--- config.mk ---
export PLATFORM = sky130hd
export DESIGN_NAME = nsc_node_switch_config
export DESIGN_NICKNAME = d
export VERILOG_FILES = /design/src/logic/nsc_pkg.sv /design/src/logic/nsc_node_switch_config.sv
export VERILOG_INCLUDE_DIRS = /design/src /design/src/logic
export SDC_FILE = /design/constraint.sdc
export NUM_CORES = 2
export LEC_CHECK = 0
export BUFFER_PORTS_ARGS = -buffer_cell sky130_fd_sc_hd__buf_2
export CAP_MARGIN = 40
export CORE_MARGIN = 5
export CORE_UTILIZATION = 30
export DETAILED_ROUTE_END_ITERATION = 10
export REMOVE_ABC_BUFFERS = 1
export SYNTH_ARGS = -nofsm -noshare
export SYNTH_HDL_FRONTEND = slang
export SYNTH_SLANG_ARGS = --single-unit
export TNS_END_PERCENT = 1
--- constraint.sdc ---
create_clock -name sys_clk -period 2.12 [get_ports sys_clk]
set_input_delay 0.106 -clock sys_clk [delete_from_list [all_inputs] [get_ports sys_clk]]
set_output_delay 0.106 -clock sys_clk [all_outputs]
set_load 0.02 [all_outputs]
--- src/logic/nsc_map.svh ---
// Purpose: Register numbers, field positions and reset values of the node switch configuration block.
// Assumes: Registers are addressed by their configuration register number.
// Notes:   Definitions only.
`ifndef NSC_MAP_SVH
`define NSC_MAP_SVH

// ----------------------------------------------------------------
// Register numbers
// ----------------------------------------------------------------
`define NSC_REG_IDENT        8'h00
`define NSC_REG_SW_DESC      8'h01
`define NSC_REG_NODE_CFG     8'h04
`define NSC_REG_NODE_ID      8'h05
`define NSC_REG_PLL          8'h06
`define NSC_REG_CLK_DIV      8'h07
`define NSC_REG_REF_CLK      8'h08
`define NSC_REG_DIRS_LOW     8'h0C
`define NSC_REG_DIRS_HIGH    8'h0D
`define NSC_REG_DEBUG_PIN    8'h10
`define NSC_REG_DEBUG_SRC    8'h1F
`define NSC_REG_LINK_STAT    8'h20
`define NSC_REG_PROCESSOR_LINK_STAT   8'h40
`define NSC_REG_LINK_CFG     8'h80
`define NSC_REG_STATIC_LINK  8'hA0

// ----------------------------------------------------------------
// Link register groups: entry count and slot base in the array
// ----------------------------------------------------------------
`define NSC_LINK_GRP_WIDE    8'h08
`define NSC_LINK_GRP_PROCESSOR_LINK   8'h04
`define NSC_LINK_SLOTS       28
`define NSC_SLOT_PROCESSOR_LINK       5'd8
`define NSC_SLOT_LINK_CFG    5'd12
`define NSC_SLOT_STATIC      5'd20

// ----------------------------------------------------------------
// Field positions
// ----------------------------------------------------------------
`define NSC_CFG_LOCK_BIT     31
`define NSC_CFG_HDR_BIT      0
`define NSC_DBG_CALL_BIT     1
`define NSC_DBG_DRIVE_BIT    0

// ----------------------------------------------------------------
// Reset values and identity fields (identity values are arbitrary)
// ----------------------------------------------------------------
`define NSC_RESET_WORD       32'h0000_0000
`define NSC_CHIP_ID          8'h5A
`define NSC_SW_REVISION      8'h01
`define NSC_SW_VERSION       8'h02
`define NSC_SW_DESC_VALUE    32'h0000_0101

`endif

--- src/logic/nsc_pkg.sv ---
// Purpose: Types shared by the node switch configuration block.
// Assumes: Nothing beyond the register map header.
// Notes:   Direction codes are four bits wide.
package nsc_pkg;

    typedef logic [31:0] nsc_word_t;
    typedef logic [3:0]  nsc_dir_t;

endpackage : nsc_pkg

--- src/logic/nsc_node_switch_config.sv ---
// Purpose: Configuration register set and routing lookup of the node packet switch.
// Assumes: Requests arrive as single-cycle strobes synchronous to sys_clk.
// Notes:   Each request is answered exactly one cycle later.
//
// How it works
// - The low direction table holds eight zero-reset nibbles, nibble k serving mismatch bit k.
// - The high direction table holds eight zero-reset nibbles for mismatch bits 8 to 15, top nibble for bit 15.
// - Each packet destination is compared with the local identifier and routed by the table.
// - The most significant mismatching bit chooses the direction when several bits differ.
// - With debug call enabled, a low level on the debug pin raises a debug call to the core.
// - With pin driving enabled, the pin is pulled low in debug mode and otherwise left undriven.
// - Once the lock bit is written, writes to the node configuration and link registers are ignored.
// - Node configuration bit 0 selects one-byte headers, zero selecting three-byte headers.
// - The node identifier is a writable zero-reset 16-bit field with reserved upper bits.
// - The identification word carries chip id, captured boot pins, revision and version.
// - Each configuration access names a register number and is answered from the map.
// - The driven debug pin stays released until a breakpoint puts the node in debug mode.
`timescale 1ns/1ps
`include "nsc_map.svh"

module nsc_node_switch_config
    import nsc_pkg::*;
(
    // Clock and reset
    input  wire logic        sys_clk,
    input  wire logic        reset_n,
    // Configuration requests
    input  wire logic        cfgReqValid,
    input  wire logic        cfgReqWrite,
    input  wire logic [7:0]  cfgReqReg,
    input  wire logic [31:0] cfgReqData,
    // Configuration answers
    output logic             cfgAckValid,
    output logic             cfgAckFail,
    output logic [31:0]      cfgAckData,
    // Packet routing
    input  wire logic        pktValid,
    input  wire logic [15:0] pktDest,
    output logic             routeValid,
    output logic             routeLocal,
    output logic [3:0]       routeDir,
    // Switch mode
    output logic             singleByteHeader,
    // Debug pin and core
    input  wire logic        debugPinIn,
    output logic             debugPinOut,
    output logic             debugPinOe,
    input  wire logic        nodeInDebug,
    output logic             debug_call,
    // Boot select pins
    input  wire logic        boot_select_pin_0,
    input  wire logic        boot_select_pin_1
);

    // ----------------------------------------------------------------
    // State
    // ----------------------------------------------------------------
    nsc_word_t nodeCfg;
    nsc_word_t next_nodeCfg;
    logic [15:0] nodeId;
    logic [15:0] next_nodeId;
    nsc_word_t pllSettings;
    nsc_word_t next_pllSettings;
    nsc_word_t clkDivider;
    nsc_word_t next_clkDivider;
    nsc_word_t refClock;
    nsc_word_t next_refClock;
    nsc_word_t dirsLow;
    nsc_word_t next_dirsLow;
    nsc_word_t dirsHigh;
    nsc_word_t next_dirsHigh;
    logic [1:0] debugCfg;
    logic [1:0] next_debugCfg;
    nsc_word_t linkRegs [`NSC_LINK_SLOTS];
    logic [1:0] bootPins;
    logic [1:0] next_bootPins;
    logic       bootCaught;
    logic       next_bootCaught;

    logic        next_cfgAckValid;
    logic        next_cfgAckFail;
    nsc_word_t   next_cfgAckData;
    logic        next_routeValid;
    logic        next_routeLocal;
    nsc_dir_t    next_routeDir;
    logic        next_debugPinOe;
    logic        next_debugCall;

    // ----------------------------------------------------------------
    // Link register decode
    // ----------------------------------------------------------------
    logic       linkHit;
    logic [4:0] linkSlot;
    logic       locked;
    logic       wrStrobe;

    assign locked   = nodeCfg[`NSC_CFG_LOCK_BIT];
    assign wrStrobe = cfgReqValid && cfgReqWrite;

    always_comb begin
        linkHit  = 1'b0;
        linkSlot = 5'd0;
        if (cfgReqReg >= `NSC_REG_LINK_STAT && cfgReqReg < `NSC_REG_LINK_STAT + `NSC_LINK_GRP_WIDE) begin
            linkHit  = 1'b1;
            linkSlot = {2'b00, cfgReqReg[2:0]};
        end else if (cfgReqReg >= `NSC_REG_PROCESSOR_LINK_STAT
                     && cfgReqReg < `NSC_REG_PROCESSOR_LINK_STAT + `NSC_LINK_GRP_PROCESSOR_LINK) begin
            linkHit  = 1'b1;
            linkSlot = `NSC_SLOT_PROCESSOR_LINK + {3'b000, cfgReqReg[1:0]};
        end else if (cfgReqReg >= `NSC_REG_LINK_CFG
                     && cfgReqReg < `NSC_REG_LINK_CFG + `NSC_LINK_GRP_WIDE) begin
            linkHit  = 1'b1;
            linkSlot = `NSC_SLOT_LINK_CFG + {2'b00, cfgReqReg[2:0]};
        end else if (cfgReqReg >= `NSC_REG_STATIC_LINK
                     && cfgReqReg < `NSC_REG_STATIC_LINK + `NSC_LINK_GRP_WIDE) begin
            linkHit  = 1'b1;
            linkSlot = `NSC_SLOT_STATIC + {2'b00, cfgReqReg[2:0]};
        end
    end

    // ----------------------------------------------------------------
    // Register writes
    // ----------------------------------------------------------------
    always_comb begin
        next_nodeCfg     = nodeCfg;
        next_nodeId      = nodeId;
        next_pllSettings = pllSettings;
        next_clkDivider  = clkDivider;
        next_refClock    = refClock;
        next_dirsLow     = dirsLow;
        next_dirsHigh    = dirsHigh;
        next_debugCfg    = debugCfg;
        if (wrStrobe) begin
            unique case (cfgReqReg)
                `NSC_REG_NODE_CFG: begin
                    if (!locked) begin
                        next_nodeCfg[`NSC_CFG_LOCK_BIT] = cfgReqData[`NSC_CFG_LOCK_BIT];
                        next_nodeCfg[`NSC_CFG_HDR_BIT]  = cfgReqData[`NSC_CFG_HDR_BIT];
                    end
                end
                `NSC_REG_NODE_ID:    next_nodeId      = cfgReqData[15:0];
                `NSC_REG_PLL:        next_pllSettings = cfgReqData;
                `NSC_REG_CLK_DIV:    next_clkDivider  = cfgReqData;
                `NSC_REG_REF_CLK:    next_refClock    = cfgReqData;
                `NSC_REG_DIRS_LOW:   next_dirsLow     = cfgReqData;
                `NSC_REG_DIRS_HIGH:  next_dirsHigh    = cfgReqData;
                `NSC_REG_DEBUG_PIN:  next_debugCfg    = cfgReqData[1:0];
                default:             next_debugCfg    = debugCfg;
            endcase
        end
    end

    always_ff @(posedge sys_clk or negedge reset_n) begin
        if (!reset_n) begin
            nodeCfg     <= `NSC_RESET_WORD;
            nodeId      <= 16'h0000;
            pllSettings <= `NSC_RESET_WORD;
            clkDivider  <= `NSC_RESET_WORD;
            refClock    <= `NSC_RESET_WORD;
            dirsLow     <= `NSC_RESET_WORD;
            dirsHigh    <= `NSC_RESET_WORD;
            debugCfg    <= 2'b00;
        end else begin
            nodeCfg     <= next_nodeCfg;
            nodeId      <= next_nodeId;
            pllSettings <= next_pllSettings;
            clkDivider  <= next_clkDivider;
            refClock    <= next_refClock;
            dirsLow     <= next_dirsLow;
            dirsHigh    <= next_dirsHigh;
            debugCfg    <= next_debugCfg;
        end
    end

    // ----------------------------------------------------------------
    // Link registers, one slot per generated entry
    // ----------------------------------------------------------------
    for (genvar s = 0; s < `NSC_LINK_SLOTS; s++) begin : g_link
        nsc_word_t next_slot;
        always_comb begin
            next_slot = linkRegs[s];
            if (wrStrobe && linkHit && !locked && linkSlot == 5'(s)) begin
                next_slot = cfgReqData;
            end
        end
        always_ff @(posedge sys_clk or negedge reset_n) begin
            if (!reset_n) begin
                linkRegs[s] <= `NSC_RESET_WORD;
            end else begin
                linkRegs[s] <= next_slot;
            end
        end
    end

    // ----------------------------------------------------------------
    // Boot pin capture after reset release
    // ----------------------------------------------------------------
    always_comb begin
        next_bootCaught = 1'b1;
        next_bootPins   = bootCaught ? bootPins : {boot_select_pin_1, boot_select_pin_0};
    end

    always_ff @(posedge sys_clk or negedge reset_n) begin
        if (!reset_n) begin
            bootCaught <= 1'b0;
            bootPins   <= 2'b00;
        end else begin
            bootCaught <= next_bootCaught;
            bootPins   <= next_bootPins;
        end
    end

    // ----------------------------------------------------------------
    // Configuration answers
    // ----------------------------------------------------------------
    always_comb begin
        next_cfgAckValid = cfgReqValid;
        next_cfgAckFail  = 1'b0;
        next_cfgAckData  = `NSC_RESET_WORD;
        if (cfgReqValid) begin
            if (linkHit) begin
                next_cfgAckData = cfgReqWrite ? `NSC_RESET_WORD : linkRegs[linkSlot];
            end else begin
                unique case (cfgReqReg)
                    `NSC_REG_IDENT: next_cfgAckData = {`NSC_CHIP_ID, 6'b000000, bootPins,
                                                       `NSC_SW_REVISION, `NSC_SW_VERSION};
                    `NSC_REG_SW_DESC:    next_cfgAckData = `NSC_SW_DESC_VALUE;
                    `NSC_REG_NODE_CFG:   next_cfgAckData = {nodeCfg[31], 30'h0000_0000, nodeCfg[0]};
                    `NSC_REG_NODE_ID:    next_cfgAckData = {16'h0000, nodeId};
                    `NSC_REG_PLL:        next_cfgAckData = pllSettings;
                    `NSC_REG_CLK_DIV:    next_cfgAckData = clkDivider;
                    `NSC_REG_REF_CLK:    next_cfgAckData = refClock;
                    `NSC_REG_DIRS_LOW:   next_cfgAckData = dirsLow;
                    `NSC_REG_DIRS_HIGH:  next_cfgAckData = dirsHigh;
                    `NSC_REG_DEBUG_PIN:  next_cfgAckData = {30'h0000_0000, debugCfg};
                    `NSC_REG_DEBUG_SRC:  next_cfgAckData = `NSC_RESET_WORD;
                    default:             next_cfgAckFail = 1'b1;
                endcase
                if (cfgReqWrite) begin
                    next_cfgAckData = `NSC_RESET_WORD;
                end
            end
        end
    end

    // ----------------------------------------------------------------
    // Routing lookup
    // ----------------------------------------------------------------
    always_comb begin
        logic [15:0] diff;
        logic [63:0] table_all;
        diff          = pktDest ^ nodeId;
        table_all     = {dirsHigh, dirsLow};
        next_routeDir = 4'h0;
        // Higher bits are visited last so they override lower ones.
        for (int k = 0; k < 16; k++) begin
            if (diff[k]) begin
                next_routeDir = table_all[4*k +: 4];
            end
        end
        next_routeValid = pktValid;
        next_routeLocal = pktValid && (diff == 16'h0000);
    end

    // ----------------------------------------------------------------
    // Debug pin
    // ----------------------------------------------------------------
    always_comb begin
        next_debugPinOe = debugCfg[`NSC_DBG_DRIVE_BIT] && nodeInDebug;
        next_debugCall  = debugCfg[`NSC_DBG_CALL_BIT] && !debugPinIn;
    end

    always_ff @(posedge sys_clk or negedge reset_n) begin
        if (!reset_n) begin
            cfgAckValid      <= 1'b0;
            cfgAckFail       <= 1'b0;
            cfgAckData       <= `NSC_RESET_WORD;
            routeValid       <= 1'b0;
            routeLocal       <= 1'b0;
            routeDir         <= 4'h0;
            singleByteHeader <= 1'b0;
            debugPinOut      <= 1'b0;
            debugPinOe       <= 1'b0;
            debug_call       <= 1'b0;
        end else begin
            cfgAckValid      <= next_cfgAckValid;
            cfgAckFail       <= next_cfgAckFail;
            cfgAckData       <= next_cfgAckData;
            routeValid       <= next_routeValid;
            routeLocal       <= next_routeLocal;
            routeDir         <= next_routeDir;
            singleByteHeader <= next_nodeCfg[`NSC_CFG_HDR_BIT];
            debugPinOut      <= 1'b0;
            debugPinOe       <= next_debugPinOe;
            debug_call       <= next_debugCall;
        end
    end

endmodule : nsc_node_switch_config

# Word level (Yosys, flattened, before mapping)
# Cells that the tools add are included.
[classes]
add_sub_neg = 3
order_cmp = 9
n_eq_ne = 37
mux = 39
bitwise = 3
n_reduce_logical = 53
[op_table]
columns = ["cell", "n"]
rows = [
  ["$pmux W32 S10", 1],
  ["$mux W32", 6],
  ["$bmux W32 S5", 1],
  ["$mux W4", 16],
  ["$eq A5 B5 Y1 const B", 12],
  ["$eq A5 B4 Y1 const B", 8],
  ["$logic_and A1 B1 Y1", 38],
  ["$eq A8 B3 Y1 const B", 4],
  ["$eq A8 B4 Y1 const B", 3],
  ["$eq A5 B3 Y1 const B", 4],
  ["$mux W5", 4],
  ["$eq A8 B5 Y1 const B", 2],
  ["$ge A8 B8 Y1 const B", 2],
  ["$logic_not A16 Y1", 1],
  ["$lt A8 B8 Y1 const B", 2],
  ["$reduce_and A2 Y1", 8],
  ["$xor A16 B16 Y16", 1],
  ["$mux W1", 11],
  ["$reduce_or A11 Y1", 1],
  ["$eq A5 B2 Y1 const B", 2],
  ["$eq A8 B1 Y1 const B", 1],
  ["$ge A8 B6 Y1 const B", 1],
  ["$ge A8 B7 Y1 const B", 1],
  ["$logic_not A8 Y1", 1],
  ["other kinds (12)", 13],
]
[word_totals]
ff_bits = 1121
input_bits = 65
out_inout_bits = 44
wordCells = 191

# Depth between registers and ports, before layout
[depth]
depth_word = 17
depth_mapped = 11
mapped_depth_nobuf = 7

# Least setup slack after synthesis
# Ideal clock, no wire load.
[synth_timing]
kind = "input port to flip-flop"
start = "input cfgReqReg[4]"
end = "register clkDivider[11]"
setup_ns = 0.125
arrival_ns = 2.076
t_required_ns = 1.995
path_slack_ns = -0.081
stages = 7
cell_sequence = "buf_2 -> or4_1 -> buf_2 -> or4_1 -> clkbuf_1 -> buf_1 -> mux2_2"
[synth_via]
elab_chain_len = 2
[synth_lines]
columns = ["element", "line_no", "source"]
rows = [
  ["start: declaration", "nsc_node_switch_config.sv:30", "input wire logic [7:0] cfgReqReg,"],
  ["$eq A8 B3 Y1", "nsc_node_switch_config.sv:134", "unique case (cfgReqReg)"],
  ["$reduce_and A2 Y1 (no line)", "-", ""],
  ["end signal: assignment", "nsc_node_switch_config.sv:158", "clkDivider <= `NSC_RESET_WORD;"],
  ["end signal: assignment", "nsc_node_switch_config.sv:167", "clkDivider <= next_clkDivider;"],
  ["end: declaration", "nsc_node_switch_config.sv:64", "nsc_word_t clkDivider;"],
]
# No other way between the ends.
# A chain may end at the register's enable or synchronous reset.

# Final worst setup path
[layout_timing]
start = "register nodeId[3]"
end = "register routeDir[1]"
[layout_via]
elab_chain_len = 14
[layout_lines]
columns = ["element", "line_no", "source"]
rows = [
  ["start: declaration", "nsc_node_switch_config.sv:60", "logic [15:0] nodeId;"],
  ["start signal: assignment", "nsc_node_switch_config.sv:165", "nodeId <= next_nodeId;"],
  ["$xor A16 B16 Y16", "nsc_node_switch_config.sv:252", "diff = pktDest ^ nodeId;"],
  ["$mux W4 (13 in a row)", "nsc_node_switch_config.sv:257", "if (diff[k]) begin"],
  ["via next_routeDir[1]", "nsc_node_switch_config.sv:85", "nsc_dir_t next_routeDir;"],
  ["end signal: assignment", "nsc_node_switch_config.sv:291", "routeDir <= next_routeDir;"],
  ["end: declaration", "nsc_node_switch_config.sv:41", "output logic [3:0] routeDir,"],
]
# The timed path passes the listed nets, and every way through them passes these cells.

==> flow_summary.yaml <==
finish:
  layout_common_cells: "dfrtp_1, mux2_2, buf_4, o22ai_1, mux2_1"
  regArea_um2: 28100
  layout_commonest_cell: "dfrtp_1"
  drive_gt1_share_pct: 41.9
  syn_to_final_growth_pct: 22.2
  finalNetCount: 4198
  fill_cells: 15800
  multiInputGateArea_um2: 20400
  final_util_pct: 36.9
clocking:
  cts_buffers: 109
  clkSinkCount: 1121
  root_buffer: "clkbuf_16"
  clockBufferDepth: 3
  path_clk_slew_ns: 0.07
  tritoncts: "done"
  cts.htree.levels: 3
  insertion_delay_ns: 0.74
yosys:
  yosys.area_share.adder_pct: 0
  synth_edf_count: 0
  synth_seq_area_share_pct: 56.3
  netlist.area_leader.share_pct: 56.3
  synth_top_family_by_area: "multiplexers"
  ys_async_sr_fraction_pct: 100
  synth_cells: 3825
  ys_types: 72
  synthXorXnorAreaFrac_pct: 0.334
  synthSimpleGateAreaFrac_pct: 3.16
  synth_area_per_cell_um2: 13.0
  yosysWarnings: 0
  yosys.area.top_type: "dfrtp_1"
  synth_area_leaders: "dfrtp_1, mux2_2, mux2_1, o22ai_1, o21ai_0"
  synth_compound_area_share_pct: 11.2
  synth_mux_area_share_pct: 25.7
  synth-seq-cells: 1121
  ys.flop_type: "dfrtp_1"
  syn_area_um2: 49800
power_and_ir_drop:
  fin_total_pwr_uw: 46700
  vdd_drop_max_v: 0.000572
  powerDensity_nw_per_um2: 767
  p_leak_uw: 0.0295
critical_path:
  critPathKind: "reg -> reg"
  arrival_ns: 2.68
  reg2reg_from: "nodeId[3]"
  cp-start-kind: "flop"
  rr_worst_depth: 8
  endpoint_kind: "flop"
  critPathMaxFanout: 3
  rrSetupSlack_ns: 0.003
  r2r-end: "routeDir[1]"
  worstPathRequired_ns: 2.68
sta:
  slew_viol_final: 0
  period_share_pct: 99.9
  fin_crit_ns: 2.12
  rsz0062_at_grt: "true"
  worstMarginPinSlew_ns: 0.856
  relSlewSlack_pct: 42.9
  timing.hold.ws_ns: 0.0492
  final.setup_skew_ns: 0.0401
  hold_viol_final: 0
  setup_tns_ns: 0
  finalSetupViolations: 0
  clock.fmax_mhz: 472
global_route:
  antenna_found_initial: 17
  grt_max_degree: 102
  grt_usage_pct: 19.2
  grt_pass1_wl_mm: 252
  overflow: 0
  first_global_vias: 36500
routing:
  wl_per_cell_um: 26.6
  met1Wirelength_mm: 70.0
  first_pass_iters: 5
  routed-wl-met3_mm: 11.1
  drc: 0
  wl_mm: 171
  vias_per_cell: 5.51
  drtAntennaViolNets: 0
  dr_wl_met2_mm: 80.8
  num_vias: 35400
  drtIter0Drc: 3422
  top_layer_used: "met5"
flow_run:
  maxCapViolCount: 0
placement:
  place_congestion: 0.897
  port_buffers: 107
  hpwlAfterDp_mm: 116
floorplanning:
  core_um2: 165000
  rows: 149
  die_area_um2: 174000
  die_height_um: 417
  start_util_pct: 30.2
  io_pins: 109
  die_w_um: 417
worst_hold_path:
  worstHoldPathCells: 2
  min_path_type: "in -> reg"
  hold_end: "clkDivider[7]"
  worstHoldStart: "cfgReqData[7]"
status:
  status: "finished, final reports clean"
-- kinds of logic (layout without fill, tap and decap cells) --
logic type,count (synthesis),after routing
AO/OA/AOI/OAI,857,857
XOR/XNOR,19,19
buffers and inverters,375,777
flip-flops,1121,1121
multiplexers,1138,1138
other,2,9
AND/OR/NAND/NOR,313,313
-- metrics by stage --
| step | instances | area [um2] | setup WS (ns) |
|---|---|---|---|
| global placement | 6185 | 56600 | -0.889 |
| global route | 6416 | 60900 | -0.101 |
| floorplan | 3456 | 48200 | -4.06 |
| detailed placement | 6186 | 56600 | -0.884 |
| finish | 6423 | 60900 | 0.00289 |
| CTS | 6407 | 60700 | -0.0121 |
-- layout make-up --
type | count | share of cell area, %
antenna | 7 | 0.0288
clock buffer | 169 | 5.65
clock inverter | 36 | 0.730
inverter | 6 | 0.0370
multi-input combinational | 2329 | 33.6
sequential | 1121 | 46.1
tap | 2189 | 4.50
timing repair buffer | 566 | 9.42
-- worst max path at each step --
stage / startpoint / endpoint / slack, ns / depth (start not counted)
floorplan: cfgReqReg[2] / cfgAckData[30] / -4.06 / 6
global placement: cfgReqReg[5] / cfgAckData[3] / -0.89 / 11
detailed placement: cfgReqReg[5] / cfgAckData[3] / -0.88 / 11
CTS: nodeId[4] / routeDir[3] / -0.01 / 10
global route: cfgReqReg[7] / cfgAckData[3] / -0.10 / 14
finish: nodeId[3] / routeDir[1] / 0.003 / 8
-- cell usage after synthesis (11+ instances only) --
library cell and instances:
dfrtp_1 1121, mux2_2 931, o22ai_1 289, clkbuf_1 193
o21ai_0 172, mux2_1 165, buf_2 139, nand2_1 114
a21oi_1 93, a22oi_1 62, nor2_1 52, a31oi_1 44
a221oi_1 39, mux2i_1 38, nor2b_1 36, a211oi_1 34
buf_1 32, nand4_1 32, a222oi_1 29, o221ai_1 26
nand3_1 19, nor3_1 12, a31o_2 11, xnor2_1 11
-- repair_timing --
| action | 4_1_cts | 5_1_grt |
|---|---|---|
| endpoints found under the hold margin | 931 | 0 |
| cloned | 0 | 1 |
| setup buffers | 6 | 7 |
| resized for setup | 5 | 32 |
| pin swaps | 5 | 11 |
| hold buffers | 10 | 0 |
| setup endpoints to repair | 18 | 150 |
-- critical path, cell delays in order (launching register included) --
cell and delay (ns):
dfrtp_1 0.41, xor2_2 0.21, buf_4 0.15, buf_4 0.13
a221o_1 0.37, o21ai_0 0.18, a211oi_1 0.10, o31ai_1 0.23
nand2_1 0.17
-- registers in the layout (all words and copies together), names as in the netlist, 4 cells and up --
signal and flops:
cfgAckData 32, clkDivider 32, dirsHigh 32, dirsLow 32
linkRegs 896, nodeId 16, pllSettings 32, refClock 32
routeDir 4
-- power breakdown --
group          leakage [uW]  switching, uW  total [uW]  internal (uW)
combinational        0.0121           2080        3430           1350
clock               0.00194           8690       20900          12200
sequential           0.0155            358       22400          22000
total                0.0295          11100       46700          35600
-- routing by layer --
layer  global-route usage (%)  vias to the layer above
met5                        0                        -
met4                     9.48                       12
met3                     3.16                      370
met2                     31.6                     1213
met1                     24.7                    18800
li1                         -                    15000
Power figures use the tool's default switching activity.
